$ cat config.mk
export PLATFORM = sky130hd
export DESIGN_NAME = ldc_top
export DESIGN_NICKNAME = d
export VERILOG_FILES = /design/src/hw/ldc_pkg.sv /design/src/hw/ldc_chan_if.sv /design/src/hw/ldc_dim_chan.sv /design/src/hw/ldc_top.sv
export SDC_FILE = /design/constraint.sdc
export NUM_CORES = 1
export LEC_CHECK = 0
export BUFFER_PORTS_ARGS = -buffer_cell sky130_fd_sc_hd__buf_2
export CORE_ASPECT_RATIO = 0.7
export CORE_MARGIN = 5
export CORE_UTILIZATION = 35
export CTS_BUF_LIST = sky130_fd_sc_hd__clkbuf_16
export DETAILED_ROUTE_END_ITERATION = 10
export MAX_ROUTING_LAYER = met4
export SLEW_MARGIN = 20
export SYNTH_ARGS = -nofsm -noshare
export SYNTH_HDL_FRONTEND = slang
export SYNTH_SLANG_ARGS = --single-unit
$ cat constraint.sdc
create_clock -name mclk -period 4.5 [get_ports mclk]
set_clock_uncertainty 0.05 [all_clocks]
set_input_delay 0.45 -clock mclk [delete_from_list [all_inputs] [get_ports mclk]]
set_output_delay 0.45 -clock mclk [all_outputs]
set_load 0.005 [all_outputs]
$ cat src/hw/ldc_pkg.sv
// Purpose: shared constants and types of the led pulse dimming control
// Assumes: mclk at 50 MHz
// Notes: times are given in their own unit and turned into cycles here
package ldc_pkg;
    localparam int CLK_PERIOD_NS = 20;
    localparam int PULSE_MIN_NS = 500;
    localparam int PULSE_MAX_NS = 250000;
    localparam int SHDN_NS = 2500000;
    // least time rounds up, longest time rounds down
    localparam int PULSE_MIN_CYC = (PULSE_MIN_NS + CLK_PERIOD_NS - 1) / CLK_PERIOD_NS;
    localparam int PULSE_MAX_CYC = PULSE_MAX_NS / CLK_PERIOD_NS;
    localparam int SHDN_CYC = (SHDN_NS + CLK_PERIOD_NS - 1) / CLK_PERIOD_NS;
    localparam int LOW_CNT_W = 14;
    localparam int SHDN_CNT_W = 17;
    localparam int STEP_W = 5;
    localparam int LEVEL_W = 6;
    localparam logic [LEVEL_W-1:0] FULL_LEVEL = 6'h20;
    localparam logic [STEP_W-1:0] STEP_RESET = 5'h00;
    localparam int TEMP_W = 9;
    localparam int DERATE_START_C = 43;
    localparam int DERATE_PERMILLE_PER_C = 17;
    localparam int PERMILLE_FULL = 1000;
    localparam int TSHDN_C = 160;
    localparam int TSHDN_HYST_C = 20;
    localparam int MV_W = 12;
    localparam logic [MV_W-1:0] MV_1500 = 12'h5dc;
    localparam logic [MV_W-1:0] MV_1800 = 12'h708;
    localparam logic [MV_W-1:0] MV_1900 = 12'h76c;
    localparam logic [MV_W-1:0] MV_2500 = 12'h9c4;
    localparam logic [MV_W-1:0] MV_2600 = 12'ha28;
    localparam logic [MV_W-1:0] MV_2800 = 12'haf0;
    localparam logic [MV_W-1:0] MV_2900 = 12'hb54;
    localparam logic [MV_W-1:0] MV_3000 = 12'hbb8;
    localparam logic [MV_W-1:0] MV_3300 = 12'hce4;
    // synchroniser bit positions
    localparam int SY_MAIN_A = 0;
    localparam int SY_MAIN_B = 1;
    localparam int SY_FLASH = 2;
    localparam int SY_REG_EN = 3;
    localparam int SY_VA_HI = 4;
    localparam int SY_VA_LO = 5;
    localparam int SY_VB_HI = 6;
    localparam int SY_VB_LO = 7;
    localparam int SY_CATH_LOW = 8;
    localparam int SY_VIN_OUT = 9;
    localparam int SY_VIN_TWO3 = 10;
    localparam int SY_OUT_CHG = 11;
    localparam int SY_CATH_REG = 12;
    localparam int SY_W = 13;
    typedef enum logic [1:0] {
        SEL_SUPPLY = 2'h0,
        SEL_OPEN = 2'h1,
        SEL_GROUND = 2'h2
    } ldc_sel_type;
    typedef enum logic [1:0] {
        PUMP_1X = 2'h0,
        PUMP_1P5X = 2'h1,
        PUMP_2X = 2'h2
    } ldc_pump_type;
    typedef enum logic [2:0] {
        MS_IDLE = 3'h0,
        MS_CHARGE = 3'h1,
        MS_1X = 3'h3,
        MS_1P5X = 3'h2,
        MS_2X = 3'h6
    } ldc_mstate_type;
    typedef enum logic [1:0] {
        CH_OFF = 2'h0,
        CH_HIGH = 2'h1,
        CH_LOW = 2'h3
    } ldc_chstate_type;
    // tri-level pin: high comparator wins, neither means open
    function automatic ldc_sel_type ldc_tri_decode(input logic hi, input logic lo);
        ldc_tri_decode = hi ? SEL_SUPPLY : (lo ? SEL_GROUND : SEL_OPEN);
    endfunction
endpackage

$ cat src/hw/ldc_chan_if.sv
// Purpose: carrier between the top and one dimming channel
// Assumes: all signals on mclk
// Notes: ctl side drives enable and force_off
`timescale 1ns/1ps
interface ldc_chan_if;
    import ldc_pkg::*;
    logic enable;
    logic force_off;
    logic on;
    logic [STEP_W-1:0] step;
    logic [LEVEL_W-1:0] level;
    modport ctl (output enable, output force_off, input on, input step, input level);
    modport chan (input enable, input force_off, output on, output step, output level);
endinterface

$ cat src/hw/ldc_dim_chan.sv
// Purpose: one single-wire pulse dimming channel
// Assumes: enable already synchronised and combined
// Notes: low longer than the longest pulse turns the group off
`timescale 1ns/1ps
module ldc_dim_chan #(
    parameter logic [ldc_pkg::LOW_CNT_W-1:0] MAX_CYC = 14'h30d4
) (
    input wire logic mclk,
    input wire logic rst_n,
    ldc_chan_if.chan ch
);
    import ldc_pkg::*;
    localparam logic [LOW_CNT_W-1:0] MIN_CYC = LOW_CNT_W'(PULSE_MIN_CYC);
    localparam logic [LOW_CNT_W-1:0] ONE = 14'h0001;

    ldc_chstate_type state_ff, nxt_state;
    logic [LOW_CNT_W-1:0] low_cnt_ff, nxt_low_cnt;
    logic [STEP_W-1:0] step_ff, nxt_step;
    logic [LEVEL_W-1:0] level_ff;
    wire logic pulse_ok = low_cnt_ff >= MIN_CYC;
    wire logic low_too_long = low_cnt_ff >= MAX_CYC;

    always_comb begin
        nxt_state = state_ff;
        nxt_low_cnt = low_cnt_ff;
        nxt_step = step_ff;
        case (state_ff)
            CH_OFF: begin
                if (ch.enable) begin
                    nxt_state = CH_HIGH;
                    nxt_step = STEP_RESET;
                end
            end
            CH_HIGH: begin
                if (!ch.enable) begin
                    nxt_state = CH_LOW;
                    nxt_low_cnt = ONE;
                end
            end
            CH_LOW: begin
                if (ch.enable) begin
                    nxt_state = CH_HIGH;
                    if (pulse_ok) begin
                        nxt_step = step_ff + 5'h01;
                    end
                end else if (low_too_long) begin
                    nxt_state = CH_OFF;
                end else begin
                    nxt_low_cnt = low_cnt_ff + ONE;
                end
            end
            default: nxt_state = CH_OFF;
        endcase
        if (ch.force_off) begin
            nxt_state = CH_OFF;
        end
    end

    always_ff @(posedge mclk) begin
        if (!rst_n) begin
            state_ff <= CH_OFF;
            low_cnt_ff <= '0;
            step_ff <= STEP_RESET;
            level_ff <= '0;
        end else begin
            state_ff <= nxt_state;
            low_cnt_ff <= nxt_low_cnt;
            step_ff <= nxt_step;
            level_ff <= FULL_LEVEL - {1'b0, nxt_step}; // off is gated at the top
        end
    end

    assign ch.on = state_ff != CH_OFF;
    assign ch.step = step_ff;
    assign ch.level = level_ff;
endmodule

$ cat src/hw/ldc_top.sv
// Purpose: control logic of a charge-pump white led driver
// Assumes: pins and analog comparators are asynchronous, die temperature is
//   a settled on-chip code on mclk
// Notes: levels are in 32nds of the programmed current, derating in permille
`timescale 1ns/1ps
module ldc_top #(
    parameter logic [ldc_pkg::SHDN_CNT_W-1:0] SHDN_CYCLES = ldc_pkg::SHDN_CNT_W'(ldc_pkg::SHDN_CYC),
    parameter logic [ldc_pkg::LOW_CNT_W-1:0] PULSE_MAX_CYCLES =
        ldc_pkg::LOW_CNT_W'(ldc_pkg::PULSE_MAX_CYC),
    parameter logic VARIANT_B = 1'b0
) (
    input wire logic mclk,
    input wire logic rst_n,
    input wire logic main_enable_a,
    input wire logic main_enable_b,
    input wire logic flash_enable,
    input wire logic regulator_enable,
    input wire logic voltage_select_a_hi,
    input wire logic voltage_select_a_lo,
    input wire logic voltage_select_b_hi,
    input wire logic voltage_select_b_lo,
    input wire logic cathode_low,
    input wire logic vin_above_out,
    input wire logic vin_above_two_thirds,
    input wire logic out_charged,
    input wire logic cathode_in_reg,
    input wire logic signed [ldc_pkg::TEMP_W-1:0] die_temp_c,
    output logic main_led_sinks_on,
    output logic [ldc_pkg::LEVEL_W-1:0] main_level,
    output logic flash_led_sinks_on,
    output logic [ldc_pkg::LEVEL_W-1:0] flash_level,
    output logic [9:0] current_limit_permille,
    output logic shutdown,
    output logic supply_isolate,
    output logic out_pulldown,
    output logic thermal_shutdown,
    output ldc_pkg::ldc_pump_type pump_mode,
    output logic pump_active,
    output logic charge_ramp,
    output logic soft_start,
    output ldc_pkg::ldc_sel_type voltage_select_a_code,
    output ldc_pkg::ldc_sel_type voltage_select_b_code,
    output logic [ldc_pkg::MV_W-1:0] regulator_a_out_mv,
    output logic [ldc_pkg::MV_W-1:0] regulator_b_out_mv,
    output logic regulator_active
);
    import ldc_pkg::*;

    localparam logic [SHDN_CNT_W-1:0] SHDN_ONE = 17'h00001;
    localparam logic signed [TEMP_W:0] T_DERATE = 10'(DERATE_START_C);
    localparam logic signed [TEMP_W:0] T_SHDN = 10'(TSHDN_C);
    localparam logic signed [TEMP_W:0] T_RESTART = 10'(TSHDN_C - TSHDN_HYST_C);
    localparam logic [13:0] PERMILLE_STEP = 14'(DERATE_PERMILLE_PER_C);
    localparam logic [13:0] PERMILLE_TOP = 14'(PERMILLE_FULL);

    // two-stage synchroniser for every asynchronous input
    logic [SY_W-1:0] sync1_ff;
    logic [SY_W-1:0] sync2_ff;
    wire logic [SY_W-1:0] raw_in = {
        cathode_in_reg, out_charged, vin_above_two_thirds, vin_above_out,
        cathode_low, voltage_select_b_lo, voltage_select_b_hi,
        voltage_select_a_lo, voltage_select_a_hi, regulator_enable,
        flash_enable, main_enable_b, main_enable_a
    };

    always_ff @(posedge mclk) begin
        if (!rst_n) begin
            sync1_ff <= '0;
            sync2_ff <= '0;
        end else begin
            sync1_ff <= raw_in;
            sync2_ff <= sync1_ff;
        end
    end

    wire logic en_a = sync2_ff[SY_MAIN_A];
    wire logic en_b = sync2_ff[SY_MAIN_B];
    wire logic en_f = sync2_ff[SY_FLASH];
    wire logic reg_en = sync2_ff[SY_REG_EN];
    wire logic cath_low = sync2_ff[SY_CATH_LOW];
    wire logic vin_out = sync2_ff[SY_VIN_OUT];
    wire logic vin_two3 = sync2_ff[SY_VIN_TWO3];
    wire logic out_chg = sync2_ff[SY_OUT_CHG];
    wire logic cath_reg = sync2_ff[SY_CATH_REG];

    // main pair: both high is high, both low is low, a split keeps the last level
    logic main_en_ff;
    wire logic main_both_hi = en_a & en_b;
    wire logic main_both_lo = ~en_a & ~en_b;
    wire logic nxt_main_en = main_both_hi ? 1'b1 : (main_both_lo ? 1'b0 : main_en_ff);

    always_ff @(posedge mclk) begin
        if (!rst_n) begin
            main_en_ff <= 1'b0;
        end else begin
            main_en_ff <= nxt_main_en;
        end
    end

    // shutdown after both main enables and the flash enable stay low long enough
    logic [SHDN_CNT_W-1:0] shdn_cnt_ff;
    logic shdn_ff;
    wire logic all_low = ~en_a & ~en_b & ~en_f;
    wire logic shdn_reach = shdn_cnt_ff >= SHDN_CYCLES - SHDN_ONE;
    wire logic [SHDN_CNT_W-1:0] nxt_shdn_cnt =
        !all_low ? '0 : (shdn_reach ? shdn_cnt_ff : shdn_cnt_ff + SHDN_ONE);
    wire logic nxt_shdn = all_low & (shdn_ff | shdn_reach);

    always_ff @(posedge mclk) begin
        if (!rst_n) begin
            shdn_cnt_ff <= '0;
            shdn_ff <= 1'b0;
        end else begin
            shdn_cnt_ff <= nxt_shdn_cnt;
            shdn_ff <= nxt_shdn;
        end
    end

    // thermal shutdown with hysteresis
    logic tshdn_ff;
    wire logic signed [TEMP_W:0] temp_x = {die_temp_c[TEMP_W-1], die_temp_c};
    wire logic hot = temp_x >= T_SHDN;
    wire logic cooled = temp_x <= T_RESTART;
    wire logic nxt_tshdn = tshdn_ff ? ~cooled : hot;

    always_ff @(posedge mclk) begin
        if (!rst_n) begin
            tshdn_ff <= 1'b0;
        end else begin
            tshdn_ff <= nxt_tshdn;
        end
    end

    // derating of the current limit above the start temperature
    logic [9:0] limit_ff;
    wire logic signed [TEMP_W:0] over_t = temp_x - T_DERATE;
    wire logic [13:0] over_mag = over_t[TEMP_W] ? 14'h0000 : 14'({1'b0, over_t[TEMP_W-1:0]});
    wire logic [13:0] reduce = 14'(over_mag * PERMILLE_STEP);
    wire logic [13:0] limit_wide = (reduce >= PERMILLE_TOP) ? 14'h0000 : PERMILLE_TOP - reduce;

    always_ff @(posedge mclk) begin
        if (!rst_n) begin
            limit_ff <= 10'(PERMILLE_FULL);
        end else begin
            limit_ff <= limit_wide[9:0];
        end
    end

    // the two dimming channels
    ldc_chan_if main_ch ();
    ldc_chan_if flash_ch ();

    assign main_ch.enable = main_en_ff;
    assign main_ch.force_off = shdn_ff;
    assign flash_ch.enable = en_f;
    assign flash_ch.force_off = shdn_ff;

    ldc_dim_chan #(
        .MAX_CYC(PULSE_MAX_CYCLES)
    ) u_main (
        .mclk(mclk),
        .rst_n(rst_n),
        .ch(main_ch.chan)
    );

    ldc_dim_chan #(
        .MAX_CYC(PULSE_MAX_CYCLES)
    ) u_flash (
        .mclk(mclk),
        .rst_n(rst_n),
        .ch(flash_ch.chan)
    );

    wire logic leds_allowed = ~shdn_ff & ~tshdn_ff;
    wire logic pump_req = (main_ch.on | flash_ch.on) & leds_allowed;

    // pump mode sequencing
    ldc_mstate_type mstate_ff, nxt_mstate;
    logic soft_ff, nxt_soft;

    always_comb begin
        nxt_mstate = mstate_ff;
        nxt_soft = soft_ff;
        case (mstate_ff)
            MS_IDLE: begin
                if (pump_req) begin
                    nxt_mstate = MS_CHARGE;
                    nxt_soft = 1'b1;
                end
            end
            MS_CHARGE: begin
                if (out_chg) begin
                    if (vin_out) begin
                        nxt_mstate = MS_1X;
                        nxt_soft = 1'b0;
                    end else if (vin_two3) begin
                        nxt_mstate = MS_1P5X;
                    end else begin
                        nxt_mstate = MS_2X;
                    end
                end
            end
            MS_1X: begin
                if (cath_low) begin
                    nxt_mstate = MS_1P5X;
                end
            end
            MS_1P5X: begin
                if (vin_out) begin
                    nxt_mstate = MS_1X;
                end else if (cath_low) begin
                    nxt_mstate = MS_2X;
                end
            end
            MS_2X: begin
                if (vin_two3) begin
                    nxt_mstate = MS_1P5X;
                end
            end
            default: nxt_mstate = MS_IDLE;
        endcase
        if (soft_ff && cath_reg && mstate_ff != MS_CHARGE) begin
            nxt_soft = 1'b0;
        end
        if (!pump_req) begin
            nxt_mstate = MS_IDLE;
            nxt_soft = 1'b0;
        end
    end

    ldc_pump_type mode_ff;
    wire ldc_pump_type nxt_mode =
        (nxt_mstate == MS_2X) ? PUMP_2X : ((nxt_mstate == MS_1P5X) ? PUMP_1P5X : PUMP_1X);

    always_ff @(posedge mclk) begin
        if (!rst_n) begin
            mstate_ff <= MS_IDLE;
            soft_ff <= 1'b0;
            mode_ff <= PUMP_1X;
        end else begin
            mstate_ff <= nxt_mstate;
            soft_ff <= nxt_soft;
            mode_ff <= nxt_mode;
        end
    end

    // regulator voltage selection, followed while disabled and held while on
    ldc_sel_type sel_a_ff, sel_b_ff;
    wire ldc_sel_type dec_a = ldc_tri_decode(sync2_ff[SY_VA_HI], sync2_ff[SY_VA_LO]);
    wire ldc_sel_type dec_b = ldc_tri_decode(sync2_ff[SY_VB_HI], sync2_ff[SY_VB_LO]);

    always_ff @(posedge mclk) begin
        if (!rst_n) begin
            sel_a_ff <= SEL_OPEN;
            sel_b_ff <= SEL_OPEN;
        end else if (!reg_en) begin
            sel_a_ff <= dec_a;
            sel_b_ff <= dec_b;
        end
    end // no update path while the regulator is enabled

    function automatic logic [2*MV_W-1:0] volt_pair(input ldc_sel_type a,
                                                     input ldc_sel_type b,
                                                     input logic var_b);
        logic [3:0] idx;
        idx = 4'({2'h0, a} * 4'h3 + {2'h0, b});
        volt_pair = {MV_2500, MV_1800};
        case (idx)
            4'h0: volt_pair = var_b ? {MV_2800, MV_2600} : {MV_3300, MV_1800};
            4'h1: volt_pair = var_b ? {MV_2800, MV_2800} : {MV_3000, MV_1500};
            4'h2: volt_pair = var_b ? {MV_2900, MV_1500} : {MV_2800, MV_1500};
            4'h3: volt_pair = var_b ? {MV_2600, MV_1900} : {MV_3300, MV_1500};
            4'h4: volt_pair = var_b ? {MV_2600, MV_2600} : {MV_2600, MV_1800};
            4'h5: volt_pair = var_b ? {MV_2800, MV_1900} : {MV_2600, MV_1500};
            4'h6: volt_pair = var_b ? {MV_2900, MV_1800} : {MV_3000, MV_1800};
            4'h7: volt_pair = var_b ? {MV_2900, MV_1900} : {MV_2800, MV_1800};
            4'h8: volt_pair = var_b ? {MV_2900, MV_2900} : {MV_2500, MV_1800};
            default: volt_pair = {MV_2500, MV_1800};
        endcase
    endfunction

    logic [2*MV_W-1:0] volt_ff;
    logic reg_act_ff;

    always_ff @(posedge mclk) begin
        if (!rst_n) begin
            volt_ff <= '0;
            reg_act_ff <= 1'b0;
        end else begin
            volt_ff <= volt_pair(sel_a_ff, sel_b_ff, VARIANT_B);
            reg_act_ff <= reg_en & ~tshdn_ff;
        end
    end

    // registered led and shutdown outputs
    logic main_on_ff, flash_on_ff, isolate_ff;

    always_ff @(posedge mclk) begin
        if (!rst_n) begin
            main_on_ff <= 1'b0;
            flash_on_ff <= 1'b0;
            isolate_ff <= 1'b0;
        end else begin
            main_on_ff <= main_ch.on & leds_allowed;
            flash_on_ff <= flash_ch.on & leds_allowed;
            isolate_ff <= shdn_ff;
        end
    end

    // a dimming train that starts right after the first high time avoids
    // a full-brightness flash during soft-start
    assign main_led_sinks_on = main_on_ff;
    assign main_level = main_on_ff ? main_ch.level : 6'h00;
    assign flash_led_sinks_on = flash_on_ff;
    assign flash_level = flash_on_ff ? flash_ch.level : 6'h00;
    assign current_limit_permille = limit_ff;
    assign shutdown = shdn_ff;
    assign supply_isolate = isolate_ff;
    assign out_pulldown = isolate_ff;
    assign thermal_shutdown = tshdn_ff;
    assign pump_mode = mode_ff;
    assign pump_active = (mstate_ff != MS_IDLE) && (mstate_ff != MS_CHARGE);
    assign charge_ramp = mstate_ff == MS_CHARGE;
    assign soft_start = soft_ff;
    assign voltage_select_a_code = sel_a_ff;
    assign voltage_select_b_code = sel_b_ff;
    assign regulator_a_out_mv = volt_ff[2*MV_W-1:MV_W];
    assign regulator_b_out_mv = volt_ff[MV_W-1:0];
    assign regulator_active = reg_act_ff;
endmodule

==> reports/results.tsv <==
stage	metric	value	unit
pwr	pwr-share-clk	41.6	%
clock_network	cts_resized	0	
sta	finalCriticalPeriod	3.40	ns
worst_setup_path	r2r_end	u_main.ch.level[4]	
worst_setup_path	worstSetupStartpoint	die_temp_c[0]	
pwr	power_density	415	nW/um^2
detailed_routing	wirelength	14.3	mm
clock_network	cts.path.max_buffers	2	
detailed_routing	drc	0	
placement	port-buffer-count	79	
worst_setup_path	arrival	3.61	ns
logic_synthesis	synthArstFlopShare	0	%
floorplan	die_h	126	um
worst_setup_path	crit_end	current_limit_permille[5]	
worst_setup_path	cp_common_cell	ha_1	
floorplan	die_x	176	um
sta	rsz0062_at_grt	no	
logic_synthesis	avgSynthCellArea	8.76	um^2
worst_setup_path	worstSetupStartpointType	primary input	
finish	final_nets	903	
pwr	p_switching	979	uW
finish	antenna_cells	0	
logic_synthesis	postSynthCellCount	768	
worst_setup_path	critical-path-max-stage-delay	0.49	ns
floorplan	die_area	22100	um^2
worst_setup_path	cp-end-kind	flip-flop	
run	maxCapViolCount	0	
sta	slew_headroom	55.9	%
grt	grt-ovfl-total	0	
finish	layout-drive-gt1-share	15.9	%
detailed_routing	dr.pass1.iters	4	
clock_network	root_buffer	clkbuf_16	
logic_synthesis	synth.distinct_cells	69	
placement	dp_hpwl	10.6	mm
sta	fin_setup_tns	0	ns
grt	grt_pass1_wl	24.7	mm
finish	fillers	1896	
grt	grt_max_degree	31	
clock_network	cts_tree	built	
pwr	total_leakage_power	0.00325	uW
finish	multiInputGateArea	3690	um^2
sta	hold_viol	0	
worst_setup_path	regToRegStartpoint	u_main.low_cnt_ff[1]	
clock_network	post_cts_buffers	0	
logic_synthesis	synth_common_cells	134 x dfxtp_1, 97 x nor2_1, 49 x and2_1, 47 x inv_1, 41 x a21oi_1	
grt	grt_use_total	13.8	%
floorplan	row_count	42	
detailed_routing	drtIter0Drc	310	
logic_synthesis	post-synth-top-area-cell	dfxtp_1	
sta	final-setup-viol-count	0	
logic_synthesis	synth_area	6730	um^2
finish	ff_latch_area	2680	um^2
pwr	p_comb_share	17.7	%
worst_setup_path	crit_chain	buf_2 -> ha_1 -> nor3_1 -> or4b_1 -> o21ai_0 -> ha_1 -> ha_1 -> a21o_1 -> a21oi_1 -> xnor2_1 -> nand2_1 -> o311ai_4 -> o21ai_0	
clock_network	clk_pin_slew	0.06	ns
grt	antenna_found_initial	0	
detailed_routing	wl_per_cell	13.1	um
worst_setup_path	critPathMaxFanout	10	
logic_synthesis	yosysSeqAreaShare	39.9	%
clock_network	numCtsBuffers	17	
finish	syn2layout_area_growth	16.7	%
worst_setup_path	crit_path_top_delay_cell	or4b_1	
logic_synthesis	yosys-top-cells-area	dfxtp_1 40%, ha_1 7.3%, nor2_1 5.4%	
sta	slew_viol_final	0	
grt	first_global_vias	5036	
floorplan	pin_count	86	
pwr	netSwitchingFraction	30.1	%
logic_synthesis	yosys_most_used_dff	dfxtp_1	
worst_setup_path	ff2ff_setup_slack	1.81	ns
worst_setup_path	crit_required	4.71	ns
clock_network	cts_num_sinks	134	
logic_synthesis	yosysMostFrequentCell	dfxtp_1	
clock_network	insertion_delay	0.42	ns
detailed_routing	vias_per_cell	4.86	
status	status	complete, no violations	
clock_network	htreeDepth	4	
sta	worstMarginPinSlew	0.661	ns
floorplan	coreArea	18900	um^2
placement	globalplace.congestion	0.811	
finish	fin_util	41.5	%
worst_setup_path	rr_worst_depth	10	
sta	max_freq	0.294	GHz
min_path	worst_hold_path_type	primary input to flip-flop	
worst_setup_path	crit_type	primary input to flip-flop	
logic_synthesis	synth_top_area_share	39.9	%
logic_synthesis	ys_warn_count	0	
floorplan	start_util	35.6	%
clock_network	ctsHoldBuffers	0	
detailed_routing	ant_nets	0	
pwr	ir_worst_vdd	0.157	mV
pwr	pwr-share-seq	40.7	%
logic_synthesis	synth-edff-count	0	
pwr	p_int	2280	uW
sta	min_period_over_period	75.6	%
logic_synthesis	ys_ff_latch	134	
detailed_routing	vias	5308	
## worst max-delay path: cells and delay by family
family	cells	cell delay, ns
xor gates and xnor gates	1	0.20
buffers and inverters	1	0.16
adders and majority gates	3	0.93
AOI/OAI and AO/OA	5	1.16
and+or+nand+nor	3	0.72
## per-stage QoR
stage | area [um^2] | hold slack, ns | power (uW) | instances | setup slack, ns
floorplan | 6750 | 0.362 | 1760 | 773 | 1.20
global placement | 7270 | 0.366 | 1930 | 1060 | 0.742
detailed placement | 7270 | 0.368 | 1930 | 1060 | 0.655
CTS | 7850 | 0.162 | 3310 | 1092 | 1.09
global route | 7850 | 0.166 | 3450 | 1092 | 0.791
finish | 7850 | 0.182 | 3260 | 1092 | 1.10
## cell families (layout without fill, tap and decap cells)
family / count (synthesis) / after routing / share of synthesized area [%]
xor gates and xnor gates: 44 / 44 / 5.73
other: 1 / 6 / 0.0558
DFF: 134 / 134 / 39.9
and+or+nand+nor: 317 / 317 / 24.8
buffers and inverters: 83 / 160 / 5.49
adders and majority gates: 42 / 42 / 8.15
AOI/OAI and AO/OA: 134 / 134 / 13.7
muxes: 13 / 13 / 2.14
## power groups by stage
stage | Clock (uW) | Sequential (uW) | Combinational, uW
2_1_floorplan | 0 | 1340 | 423
3_3_place_gp | 0 | 1350 | 575
3_5_place_dp | 0 | 1350 | 580
4_1_cts | 1400 | 1330 | 585
5_1_grt | 1460 | 1340 | 656
6_report | 1360 | 1330 | 578
## layout make-up
type / instances / area share, %
Tap cell: 242 / 3.86
Clock buffer: 17 / 5.42
Clock inverter: 15 / 2.01
Sequential cell: 134 / 34.2
Timing Repair Buffer: 81 / 5.23
Inverter: 47 / 2.25
Multi-Input combinational cell: 556 / 47.1
## metal layers
metal	share of wire, %	wire length (um)	track usage (%)
met5	0	0	-
met3	3.7	526	3.27
met4	0.65	93	3.62
met2	41	5850	19.2
met1	55	7820	20.0
## registers in the layout, indices dropped and copies added, names as in the netlist, 3 cells and up
signal,flops
mstate_ff,3
u_main.ch.step,4
shdn_cnt_ff,17
u_flash.ch.step,4
sync1_ff,13
volt_ff,12
sync2_ff,13
current_limit_permille,10
u_main.ch.level,6
u_flash.ch.level,6
u_flash.low_cnt_ff,14
u_main.low_cnt_ff,14
## placed cells by master (no fill, tap or decap), drive strengths merged, types with 7 or more instances in the layout
| master | count |
|---|---|
| nand2b | 8 |
| o31ai | 7 |
| xnor2 | 22 |
| nor3 | 27 |
| clkbuf | 17 |
| nor3b | 9 |
| a21oi | 41 |
| ha | 39 |
| and3 | 13 |
| xor2 | 22 |
| o21ai | 24 |
| nand4 | 10 |
| a31oi | 9 |
| a211oi | 7 |
| buf | 81 |
| nor2 | 97 |
| nor2b | 10 |
| nand2 | 35 |
| nand3 | 29 |
| mux2 | 8 |
| dfxtp | 134 |
| inv | 57 |
| and2 | 49 |
## worst min-delay path by stage
| stage | from | slack, ns | endpoint | depth (start not counted) |
|---|---|---|---|---|
| finish | out_charged | 0.18 | sync1_ff[11] | 2 |
| global route | out_charged | 0.17 | sync1_ff[11] | 2 |
| CTS | vin_above_out | 0.16 | sync1_ff[9] | 2 |
| detailed placement | sync1_ff[3] | 0.37 | sync2_ff[3] | 1 |
| global placement | sync1_ff[8] | 0.37 | sync2_ff[8] | 1 |
| floorplan | sync1_ff[0] | 0.36 | sync2_ff[0] | 1 |
No activity file was read; power rests on OpenSTA's default activity.
